### src/rtl/mma_pkg.sv
// Constants, register map and state type of the multi-master two-wire monitor
package mma_pkg;

  ////////////////////////////////////////////////////////////////////////////
  // Register byte offsets
  localparam logic [7:0] OFS_CTRL = 8'h00;
  localparam logic [7:0] OFS_DIR  = 8'h04;
  localparam logic [7:0] OFS_STAT = 8'h08;
  localparam logic [7:0] OFS_EVT  = 8'h0c;
  localparam logic [7:0] OFS_MASK = 8'h10;
  localparam logic [7:0] OFS_ADDR = 8'h14;
  localparam logic [7:0] OFS_RXD  = 8'h18;

  ////////////////////////////////////////////////////////////////////////////
  // Field positions
  localparam int CTRL_EN    = 0;
  localparam int CTRL_SLV   = 1;
  localparam int CTRL_MST   = 2;
  localparam int CTRL_CKREL = 3;
  localparam int DIR_SCL    = 6;
  localparam int DIR_SDA    = 7;
  localparam int ST_ACK     = 0;
  localparam int ST_SCL     = 1;
  localparam int ST_SDA     = 2;
  localparam int ST_START   = 3;
  localparam int ST_STOP    = 4;
  localparam int ST_FREE    = 5;
  localparam int ST_RETRY   = 6;
  localparam int EV_START   = 0;
  localparam int EV_STOP    = 1;
  localparam int EV_RX      = 2;
  localparam int EV_ARB     = 3;
  localparam int EV_ADDR    = 4;
  localparam int EV_W       = 6;
  localparam logic [3:0] BIT_LAST = 4'h7;
  localparam logic [3:0] BIT_ACK  = 4'h8;
  localparam logic [3:0] BIT_END  = 4'h9;

  ////////////////////////////////////////////////////////////////////////////
  // Whole state of the block
  typedef struct packed {
    logic [1:0]      sda_y;
    logic [1:0]      scl_y;
    logic            sda_q;
    logic            scl_q;
    logic            start_seen;
    logic            stop_seen;
    logic            en;
    logic            slv_en;
    logic            mst_en;
    logic            clock_release_bit;
    logic            dir_sda;
    logic            dir_scl;
    logic            hold_scl;
    logic            retry;
    logic [3:0]      cnt;
    logic            in_addr;
    logic            match;
    logic            ack_drv;
    logic [7:0]      sh;
    logic [7:0]      rx;
    logic [6:0]      own;
    logic [EV_W-1:0] evt;
    logic [EV_W-1:0] mask;
    logic [31:0]     rdata;
  } mma_state_t;

  // Lines released, clock released, synchronisers high, everything else clear
  localparam mma_state_t STATE_RST = '{sda_y: 2'h3, scl_y: 2'h3, sda_q: 1'b1, scl_q: 1'b1,
    clock_release_bit: 1'b1, dir_sda: 1'b1, dir_scl: 1'b1, default: '0};

endpackage

### src/rtl/mma_arbiter.sv
// Multi-master two-wire bus monitor, arbitration, slave address acknowledge, APB registers
//
// Function
// - Reset or disable clears start and stop flags
// - Flags follow the latest start or stop
// - Bus free: stop seen, or neither seen
// - Stop while busy raises serial interrupt
// - Master checks SDA only when releasing high
// - Lost arbitration releases SDA and SCL
// - Slave keeps receiving after lost arbitration
// - Addressed after address-phase loss: acknowledge
// - Data-phase loss flags whole-transfer resend
// - Cleared clock release holds SCL low
// - SCL pulled only after sampled low
// - SCL low until released by everyone
`timescale 1ns/1ns
module mma_arbiter (
  // Clock and reset
  input  wire logic        clk,
  input  wire logic        rst_n,
  // APB slave
  input  wire logic        psel,
  input  wire logic        penable,
  input  wire logic        pwrite,
  input  wire logic [7:0]  paddr,
  input  wire logic [31:0] pwdata,
  output logic      [31:0] prdata,
  output logic             pready,
  output logic             pslverr,
  // Two-wire pins, open drain
  input  wire logic        scl_i,
  output logic             scl_o,
  output logic             scl_oe_n,
  input  wire logic        sda_i,
  output logic             sda_o,
  output logic             sda_oe_n,
  // Interrupt
  output logic             irq
);

  mma_pkg::mma_state_t q;
  mma_pkg::mma_state_t next_q;

  logic                      sda;
  logic                      scl;
  logic                      scl_rise;
  logic                      scl_fall;
  logic                      start_det;
  logic                      stop_det;
  logic                      bus_free;
  logic                      busy;
  logic                      arb_lost;
  logic                      setup;
  logic                      access;
  logic                      mapped;
  logic [7:0]                byte_in;
  logic [mma_pkg::EV_W-1:0]  ev_set;
  logic [mma_pkg::EV_W-1:0]  ev_clr;
  logic [31:0]               rd_mux;

  ////////////////////////////////////////////////////////////////////////////
  // Bus conditions, seen through the second synchroniser stage only
  assign sda       = q.sda_y[1];
  assign scl       = q.scl_y[1];
  assign scl_rise  = scl & ~q.scl_q;
  assign scl_fall  = ~scl & q.scl_q;
  assign start_det = q.en & scl & q.scl_q & q.sda_q & ~sda;
  assign stop_det  = q.en & scl & q.scl_q & ~q.sda_q & sda;
  assign bus_free  = q.stop_seen | ~(q.start_seen | q.stop_seen);
  assign busy      = q.start_seen & ~q.stop_seen;
  assign byte_in   = {q.sh[6:0], sda};
  // Sampled at the rising edge so a foreign start with SCL high is not a loss
  assign arb_lost  = q.en & q.mst_en & scl_rise & q.dir_sda & ~q.ack_drv & ~sda;

  ////////////////////////////////////////////////////////////////////////////
  // APB decode
  assign setup   = psel & ~penable;
  assign access  = psel & penable;
  assign pready  = access;
  assign mapped  = (paddr == mma_pkg::OFS_CTRL) | (paddr == mma_pkg::OFS_DIR)
                 | (paddr == mma_pkg::OFS_STAT) | (paddr == mma_pkg::OFS_EVT)
                 | (paddr == mma_pkg::OFS_MASK) | (paddr == mma_pkg::OFS_ADDR)
                 | (paddr == mma_pkg::OFS_RXD);
  assign pslverr = access & ~mapped;
  assign prdata  = q.rdata;

  always_comb begin
    rd_mux = 32'h0;
    case (paddr)
      mma_pkg::OFS_CTRL: begin
        rd_mux[mma_pkg::CTRL_EN]    = q.en;
        rd_mux[mma_pkg::CTRL_SLV]   = q.slv_en;
        rd_mux[mma_pkg::CTRL_MST]   = q.mst_en;
        rd_mux[mma_pkg::CTRL_CKREL] = q.clock_release_bit;
      end
      mma_pkg::OFS_DIR: begin
        rd_mux[mma_pkg::DIR_SDA] = q.dir_sda;
        rd_mux[mma_pkg::DIR_SCL] = q.dir_scl;
      end
      mma_pkg::OFS_STAT: begin
        rd_mux[mma_pkg::ST_ACK]   = q.ack_drv;
        rd_mux[mma_pkg::ST_SCL]   = scl;
        rd_mux[mma_pkg::ST_SDA]   = sda;
        rd_mux[mma_pkg::ST_START] = q.start_seen;
        rd_mux[mma_pkg::ST_STOP]  = q.stop_seen;
        rd_mux[mma_pkg::ST_FREE]  = bus_free;
        rd_mux[mma_pkg::ST_RETRY] = q.retry;
      end
      mma_pkg::OFS_EVT:  rd_mux[mma_pkg::EV_W-1:0] = q.evt;
      mma_pkg::OFS_MASK: rd_mux[mma_pkg::EV_W-1:0] = q.mask;
      mma_pkg::OFS_ADDR: rd_mux[6:0] = q.own;
      mma_pkg::OFS_RXD:  rd_mux[7:0] = q.rx;
      default:           rd_mux = 32'h0;
    endcase
  end

  ////////////////////////////////////////////////////////////////////////////
  // Next state
  always_comb begin
    next_q = q;
    ev_set = '0;
    // Only the bits software actually saw are cleared; a new event wins
    ev_clr = (access & ~pwrite & (paddr == mma_pkg::OFS_EVT)) ? q.rdata[mma_pkg::EV_W-1:0] : '0;
    next_q.sda_y = {q.sda_y[0], sda_i};
    next_q.scl_y = {q.scl_y[0], scl_i};
    next_q.sda_q = sda;
    next_q.scl_q = scl;
    if (setup) begin
      next_q.rdata = rd_mux;
    end
    if (access & pwrite) begin
      case (paddr)
        mma_pkg::OFS_CTRL: begin
          next_q.en                = pwdata[mma_pkg::CTRL_EN];
          next_q.slv_en            = pwdata[mma_pkg::CTRL_SLV];
          next_q.mst_en            = pwdata[mma_pkg::CTRL_MST];
          next_q.clock_release_bit = pwdata[mma_pkg::CTRL_CKREL];
        end
        mma_pkg::OFS_DIR: begin
          next_q.dir_sda = pwdata[mma_pkg::DIR_SDA];
          next_q.dir_scl = pwdata[mma_pkg::DIR_SCL];
          // Restarting on a free bus is the resend
          if (bus_free) begin
            next_q.retry = 1'b0;
          end
        end
        mma_pkg::OFS_MASK: next_q.mask = pwdata[mma_pkg::EV_W-1:0];
        mma_pkg::OFS_ADDR: next_q.own  = pwdata[6:0];
        default: begin
        end
      endcase
    end
    // Clock hold: pulls SCL only once the line is already low
    if (q.clock_release_bit | ~q.en) begin
      next_q.hold_scl = 1'b0;
    end else if (~scl) begin
      next_q.hold_scl = 1'b1;
    end
    // Bit and byte tracking; runs whether or not this end won the bus
    if (scl_rise) begin
      next_q.sh = byte_in;
      if (q.cnt != mma_pkg::BIT_END) begin
        next_q.cnt = q.cnt + 4'h1;
      end
      if (q.cnt == mma_pkg::BIT_LAST) begin
        next_q.rx        = byte_in;
        ev_set[mma_pkg::EV_RX] = 1'b1;
        if (q.in_addr & q.slv_en & (q.sh[6:0] == q.own)) begin
          next_q.match             = 1'b1;
          ev_set[mma_pkg::EV_ADDR] = 1'b1;
        end
      end
    end
    if (scl_fall) begin
      if (q.cnt == mma_pkg::BIT_ACK) begin
        next_q.ack_drv = q.match;
        next_q.match   = 1'b0;
      end else if (q.cnt == mma_pkg::BIT_END) begin
        next_q.cnt     = 4'h0;
        next_q.ack_drv = 1'b0;
        next_q.in_addr = 1'b0;
      end
    end
    if (start_det) begin
      next_q.start_seen = 1'b1;
      next_q.stop_seen  = 1'b0;
      next_q.cnt        = 4'h0;
      next_q.in_addr    = 1'b1;
      next_q.match      = 1'b0;
      next_q.ack_drv    = 1'b0;
      ev_set[mma_pkg::EV_START] = 1'b1;
    end
    if (stop_det) begin
      next_q.stop_seen  = 1'b1;
      next_q.start_seen = 1'b0;
      next_q.cnt        = 4'h0;
      next_q.in_addr    = 1'b0;
      next_q.match      = 1'b0;
      next_q.ack_drv    = 1'b0;
      ev_set[mma_pkg::EV_STOP] = busy;
    end
    if (arb_lost) begin
      next_q.dir_sda = 1'b1;
      next_q.dir_scl = 1'b1;
      ev_set[mma_pkg::EV_ARB] = 1'b1;
      if (~q.in_addr) begin
        next_q.retry = 1'b1;
      end
    end
    if (~q.en) begin
      next_q.start_seen = 1'b0;
      next_q.stop_seen  = 1'b0;
      next_q.cnt        = 4'h0;
      next_q.in_addr    = 1'b0;
      next_q.match      = 1'b0;
      next_q.ack_drv    = 1'b0;
    end
    next_q.evt = (q.evt & ~ev_clr) | ev_set;
  end

  always_ff @(posedge clk) begin
    if (!rst_n) begin
      q <= mma_pkg::STATE_RST;
    end else begin
      q <= next_q;
    end
  end

  ////////////////////////////////////////////////////////////////////////////
  // Pins and interrupt
  assign sda_o    = 1'b0;
  assign scl_o    = 1'b0;
  assign sda_oe_n = ~(q.en & (~q.dir_sda | q.ack_drv));
  assign scl_oe_n = ~(q.en & (~q.dir_scl | q.hold_scl));
  assign irq      = |(q.evt & q.mask);
endmodule

### config.mk
export PLATFORM = sky130hd
export DESIGN_NAME = mma_arbiter
export DESIGN_NICKNAME = d
export VERILOG_FILES = /design/src/rtl/mma_pkg.sv /design/src/rtl/mma_arbiter.sv
export SDC_FILE = /design/constraint.sdc
export NUM_CORES = 1
export LEC_CHECK = 0
export ABC_CLOCK_PERIOD_IN_PS = 2750
export BUFFER_PORTS_ARGS = -buffer_cell sky130_fd_sc_hd__buf_2
export CAP_MARGIN = 20
export CORE_ASPECT_RATIO = 0.6
export CORE_MARGIN = 2
export CORE_UTILIZATION = 53
export DETAILED_ROUTE_END_ITERATION = 10
export PLACE_DENSITY = 0.79
export REMOVE_ABC_BUFFERS = 1
export SLEW_MARGIN = 10
export SYNTH_ARGS = -nofsm -noshare
export SYNTH_HDL_FRONTEND = slang
export SYNTH_SLANG_ARGS = --single-unit
### constraint.sdc
create_clock -name clk -period 2.75 [get_ports clk]
set_clock_uncertainty 0.05 [all_clocks]
set_input_delay 0.55 -clock clk [delete_from_list [all_inputs] [get_ports clk]]
set_output_delay 0.55 -clock clk [all_outputs]
set_load 0.01 [all_outputs]
==> results of run 1 <==
-- cells by family (layout without fill, tap and decap cells) --
family / Yosys count / after routing
multiplexers: 38 / 38
buffers and inverters: 61 / 65
adder cells (fa/ha/maj): 3 / 3
XOR/XNOR: 9 / 9
other: 1 / 26
AND/OR/NAND/NOR: 133 / 133
AO/OA/AOI/OAI: 76 / 76
flip-flops: 65 / 65
-- layout by cell type (no fill, tap or decap), types with 3 or more instances in the layout --
cell type  instances
nand3_1            6
mux2_2             3
o21ai_0           14
nor3b_1            3
conb_1            26
buf_2             35
nor3_1             3
clkbuf_8          12
and3_1             4
a21oi_1           12
a21boi_0          12
and3b_1            3
a22oi_1            6
o21a_1             4
xor2_1             8
inv_1              6
ha_1               3
dfxtp_1           65
nor4_1             5
nand2b_1          14
nor2_1            11
nor2b_1           31
buf_4              8
nand2_1           40
mux2i_1           35
a31oi_1            4
-- power by group through the flow --
stage / Sequential [mW] / Clock, mW / Combinational, mW
after floorplan: 0.978 / 0 / 0.0681
after global placement: 0.978 / 0 / 0.133
after detailed placement: 0.979 / 0 / 0.136
after CTS: 0.957 / 0.864 / 0.136
after global routing: 0.958 / 0.911 / 0.153
final: 0.957 / 0.857 / 0.139
-- path summary, 6_finish.rpt --
path                                   end  startpoint  depth (start not counted)  slack, ns
worst max-delay path               pslverr    paddr[7]                          5       0.49
worst min-delay path            next_q[89]       sda_i                          2       0.34
worst max register to register       q[68]  next_q[84]                          4       0.80
worst min register to register  next_q[84]  next_q[87]                          1       0.36
-- stage by stage --
step	power, mW	std cells
after detailed placement	1.11	483
after global placement	1.11	483
final	1.95	499
after CTS	1.96	499
after global routing	2.02	499
after floorplan	1.05	356
-- cell type report --
| cell class | count | area share |
|---|---|---|
| clock buffers | 12 | 0.0438 |
| clock inverters | 4 | 0.0133 |
| inverters | 6 | 0.00597 |
| multi-input cells | 285 | 0.502 |
| flip-flops and latches | 65 | 0.345 |
| well taps | 84 | 0.0279 |
| repair buffers | 43 | 0.0623 |
-- registers in the layout, indices dropped and copies added (netlist names) --
signal	cells
q	46
next_q	3
prdata	8
byte_in	8
-- critical path, delay by kind of cell --
| family | cells | cell delay [ns] |
|---|---|---|
| compound gates | 1 | 0.09 |
| simple gates | 2 | 0.78 |
| buf+inv | 2 | 0.25 |
-- layer usage --
metal	vias to the layer above	wire length (um)	part of all wire
li1	1341	-	-
met1	1338	3810	0.46
met2	139	3490	0.42
met3	8	857	0.10
met4	0	85	0.010
met5	-	0	0
==> reports/results.md, run 1 <==
| Item | Reported |
|---|---|
| Startpoint-to-endpoint class of the critical path | in2out |
| Relative area change from synthesis to final layout | 8.84% |
| Adder-Cell Fraction of Synth Area | 0.0108 |
| Clock Path Buffers | 2 |
| Worst endpoint data arrival time | 1.66 ns |
| Sequential fraction of design power | 0.490 |
| Top cells by instance count after synthesis | 65 x dfxtp_1, 40 x nand2_1, 35 x mux2i_1, 34 x buf_4, 31 x nor2b_1 |
| Initial detailed-routing violation count | 271 |
| Setup repair after global routing missed its margin | no |
| Wire per inst | 16.5 um |
| Largest stage delay on the critical path | 0.61 ns |
| Global-route met2 utilization | 0.372 |
| Finished Cell Area | 3770 um2 |
| Clock sink total | 65 |
| Area occupied by multi-input gates | 1890 um2 |
| Filler cell count | 559 |
| Initial antenna violation count | 0 |
| Final weighted congestion in routability-driven placement | 0.905 |
| Max-slew headroom | 0.521 |
| Synthesized-area fraction occupied by and/or/nand/nor cells | 0.220 |
| Core Util, Final | 0.607 |
| Final count of negative-setup-slack endpoints | 0 |
| Switching part of the total | 0.237 |
| Initial cell density of the core | 0.557 |
| Final period utilization | 0.823 |
| Highest achievable clock rate | 0.442 GHz |
| Placed inst area | 3560 um2 |
| Core box area | 6220 um2 |
| Mapped cell area | 3470 um2 |
| Clock tree from TritonCTS | built |
| Number of CTS-inserted buffers | 9 |
| Routed vias | 2826 |
| Nature of the critical path endpoint | output pin |
| Fraction of synthesized cell area in xor and xnor cells | 0.0227 |
| Vias per cell | 5.66 |
| Ratio of cells with drive above 1 in the final layout | 0.173 |
| Final count of pins violating max slew | 0 |
| Required time at the worst-slack endpoint | 2.15 ns |
| CTS-repair resized insts | 0 |
| Clock root cell | clkbuf_8 |
| Total wirelength of the detailed-routed design | 8250 um |
| Post-synth top flop | dfxtp_1 |
| Worst min-delay path category | in2reg |
| Clk pin slew, worst setup/hold paths | 0.07 ns |
| Chip height | 66.7 um |
| Synthesized area divided by synthesized cell count | 8.98 um2 |
| Final Worst Setup Slack | 0.486 ns |
| Setup repair bufs after CTS | 0 |
| Detail Route Antenna Nets | 0 |
| Max H-tree Level | 3 |
| Detailed-placement wirelength estimate | 6070 um |
| Internal power of the cells | 1.49 mW |
| Fin. Hold Viols | 0 |
| Global-route congestion overflow total | 0 |
| Port-buffer cells | 35 |
| Fraction of post-synthesis cell area in the top cell type by area | 0.375 |
| Outcome | finished clean |
| Worst hold-check slack | 0.339 ns |
| Combinational share of power | 0.071 |
| Wire length of the first global-routing pass | 13100 um |
| Busiest layer in global routing | met2 |
| Cell types with the largest area share after synthesis | dfxtp_1 38%, mux2i_1 10%, buf_4 7.4% |
| Clock latency on the worst-skew pair | 0.33 ns |
| Mapped Cells | 386 |
| Count of warnings emitted by yosys | 0 |
| Clk network pwr share | 0.439 |
| Met3 track utilization from global routing | 0.0705 |
| Sort of element at the start of the critical path | primary input |
| P per Cell Area | 518 nW/um2 |
| Fin crit period | 2.26 ns |
| Antenna Diode Count | 0 |
| CTS Hold Bufs | 0 |
| Largest fanout of any net on the critical path | 6 |
| Standard cell with the maximum stage delay on the critical path | or4_4 |
| Net Switching | 463 uW |
| Crit path cell chain | buf_2, or4_4, nor2_1, a21oi_1, buf_2 |
| Measured slew at the worst slew-check pin | 0.711 ns |
| Maxcap violations | 0 |
| Die area | 7230 um2 |
| Detailed-router iteration count before antenna repair | 5 |
| Crit path top cell by count | buf_2 |
| Worst setup slack before clock tree synthesis | 0.351 ns |
| Area fraction in compound gates after synthesis | 0.153 |
| Yosys reg bits | 65 |
| Number of enable flip-flop cells after synthesis | 0 |
| Most frequent cell after synthesis | dfxtp_1 |
| Detailed-route DRC error count | 0 |
| Main combinational cell family by area after synthesis | simple AND/OR/NAND/NOR gates |
| Sequential cell area | 1300 um2 |
| Standby leakage power | 1.54 nW |
| IO Pins | 86 |
| Post-synthesis async set-or-reset flop share | 0 |
| GR Util met1 | 0.343 |
| Number of global-route vias before repair | 2567 |
| All-layer global routing usage | 0.246 |
| Number of library cell types mapped by synthesis | 57 |
| Mux contribution to synthesized area | 0.111 |
| Final setup TNS | 0 ns |
| Max IR drop VDD | 0.297 mV |
| Sequential cell area fraction in the yosys report | 0.375 |
| Placement row count | 22 |
| Maximum number of pins on one net before global-route repair | 38 |
| Largest area contributor in the synthesized netlist | dfxtp_1 |
| Die width | 108 um |
| Final net count | 460 |
No activity file was read; power rests on OpenSTA's default activity.
==> run 2: changes to the inputs <==
Settings changed: ABC_CLOCK_PERIOD_IN_PS 2750 to 2150.
Clock period 2.75 ns to 2.15 ns, I/O delays scaled along.
==> reports/results.md, run 2 (synthesis gave the netlist of run 1 again) <==
| Item | Reported |
|---|---|
| Area occupied by multi-input gates | 1900 um2 |
| Core Util, Final | 0.629 |
| Nature of the critical path endpoint | output pin |
| Die area | 7230 um2 |
| Worst hold-check slack | 0.205 ns |
| Setup repair after global routing missed its margin | no |
| Antenna Diode Count | 0 |
| Clock tree from TritonCTS | built |
| Sequential cell area | 1300 um2 |
| Die width | 108 um |
| Cell count after placement | 495 |
| IO Pins | 86 |
| Placement row count | 22 |
| Most frequent cells in the layout | 65 x dfxtp_1, 40 x nand2_1, 35 x mux2i_1, 35 x buf_2, 31 x nor2b_1 |
| Routed vias | 2867 |
| Maximum number of pins on one net before global-route repair | 38 |
| Clock latency on the worst-skew pair | 0.36 ns |
| Biggest register | q |
| Worst min-delay path category | in2reg |
| Chip height | 66.7 um |
| Initial cell density of the core | 0.557 |
| Final count of negative-setup-slack endpoints | 0 |
| Initial antenna violation count | 0 |
| Standby leakage power | 1.62 nW |
| Final Worst Setup Slack | 0.0952 ns |
| Initial detailed-routing violation count | 221 |
| Final net count | 473 |
| Worst setup slack before clock tree synthesis | -0.000586 ns |
| Startpoint-to-endpoint class of the critical path | in2out |
| Power consumption | 2.64 mW |
| Max H-tree Level | 3 |
| Flip-flop count of the largest register after layout | 46 |
| Max IR drop VDD | 0.382 mV |
| Detailed-router iteration count before antenna repair | 5 |
| Layout Cells excl Fill | 512 |
| Wire length of the first global-routing pass | 13600 um |
| Max-slew headroom | 0.639 |
| Measured slew at the worst slew-check pin | 0.537 ns |
| Port-buffer cells | 35 |
| Highest achievable clock rate | 0.487 GHz |
| Clock root cell | clkbuf_8 |
| Detailed-placement wirelength estimate | 6340 um |
| Outcome | finished clean |
| Worst endpoint data arrival time | 1.57 ns |
| Clk pin slew, worst setup/hold paths | 0.06 ns |
| All-layer global routing usage | 0.254 |
| Filler cell count | 551 |
| Detail Route Antenna Nets | 0 |
| Maxcap violations | 0 |
| Final setup TNS | 0 ns |
| Largest fanout of any net on the critical path | 3 |
| Final count of pins violating max slew | 0 |
| Required time at the worst-slack endpoint | 1.67 ns |
| Placed inst area | 3660 um2 |
| Most common cell after layout, fill and taps aside | dfxtp_1 |
| Number of global-route vias before repair | 2675 |
| Core box area | 6220 um2 |
| Final weighted congestion in routability-driven placement | 0.918 |
| Wire per inst | 16.4 um |
| Vias per cell | 5.60 |
| Sort of element at the start of the critical path | primary input |
| Ratio of cells with drive above 1 in the final layout | 0.201 |
| Total wirelength of the detailed-routed design | 8400 um |
| Global-route congestion overflow total | 0 |
| Fin. Hold Viols | 0 |
| Final period utilization | 0.956 |
| P per Cell Area | 676 nW/um2 |
| Finished Cell Area | 3910 um2 |
| Number of CTS-inserted buffers | 9 |
| Relative area change from synthesis to final layout | 12.8% |
| Fin crit period | 2.05 ns |
| Detailed-route DRC error count | 0 |
| Clock sink total | 65 |
| Clock Path Buffers | 2 |
run 2: changes by cell type in the layout (fill, tap and decap cells not counted):
cell / before / now
clkinvlp_4: 2 / 0
nor2_1: 11 / 10
bufinv_16: 1 / 2
buf_12: 0 / 1
buf_4: 8 / 20
nor2_2: 0 / 1
clkinv_4: 0 / 1
run 2: critical path, cell delays in order:
cell and delay, ns:
buf_2 0.11, or4_4 0.55, buf_4 0.17, nor2_2 0.10, a21oi_1 0.08, buf_2 0.14
run 2: per-layer routing:
| layer | vias to the layer above | track usage | share of wire |
|---|---|---|---|
| met3 | 11 | 0.0890 | 0.093 |
| li1 | 1360 | - | - |
| met5 | - | 0 | 0 |
| met4 | 0 | 0.0865 | 0.011 |
| met1 | 1361 | 0.354 | 0.48 |
| met2 | 135 | 0.363 | 0.41 |
run 2: worst paths after layout:
check / start / end / depth (start not counted) / slack, ns
worst max-delay path: paddr[0] / pslverr / 6 / 0.1
worst min-delay path: sda_i / next_q[89] / 2 / 0.20
worst max register to register: next_q[84] / q[68] / 5 / 0.47
worst min register to register: next_q[89] / byte_in[0] / 1 / 0.36
run 2: area by class of cell:
cell class / count / area share
Multi-Input combinational cell: 285 / 0.485
Sequential cell: 65 / 0.333
Timing Repair Buffer: 56 / 0.0883
Clock buffer: 12 / 0.0422
Tap cell: 84 / 0.0269
Clock inverter: 4 / 0.0189
Inverter: 6 / 0.00576
run 2: report_power, final:
part / internal (mW) / switching, mW / leakage [nW] / total, mW
clock: 0.747 / 0.479 / 0.123 / 1.23
combinational: 0.0732 / 0.119 / 0.972 / 0.192
sequential: 1.21 / 0.00948 / 0.526 / 1.22
total: 2.03 / 0.607 / 1.62 / 2.64
run 2: repair_timing:
action | in CTS | in global routing
resized for setup | 1 | 0
setup endpoints to repair | 1 | 1
hold buffers | 0 | 0
pin swaps | 0 | 1
buffers inserted | 0 | 1
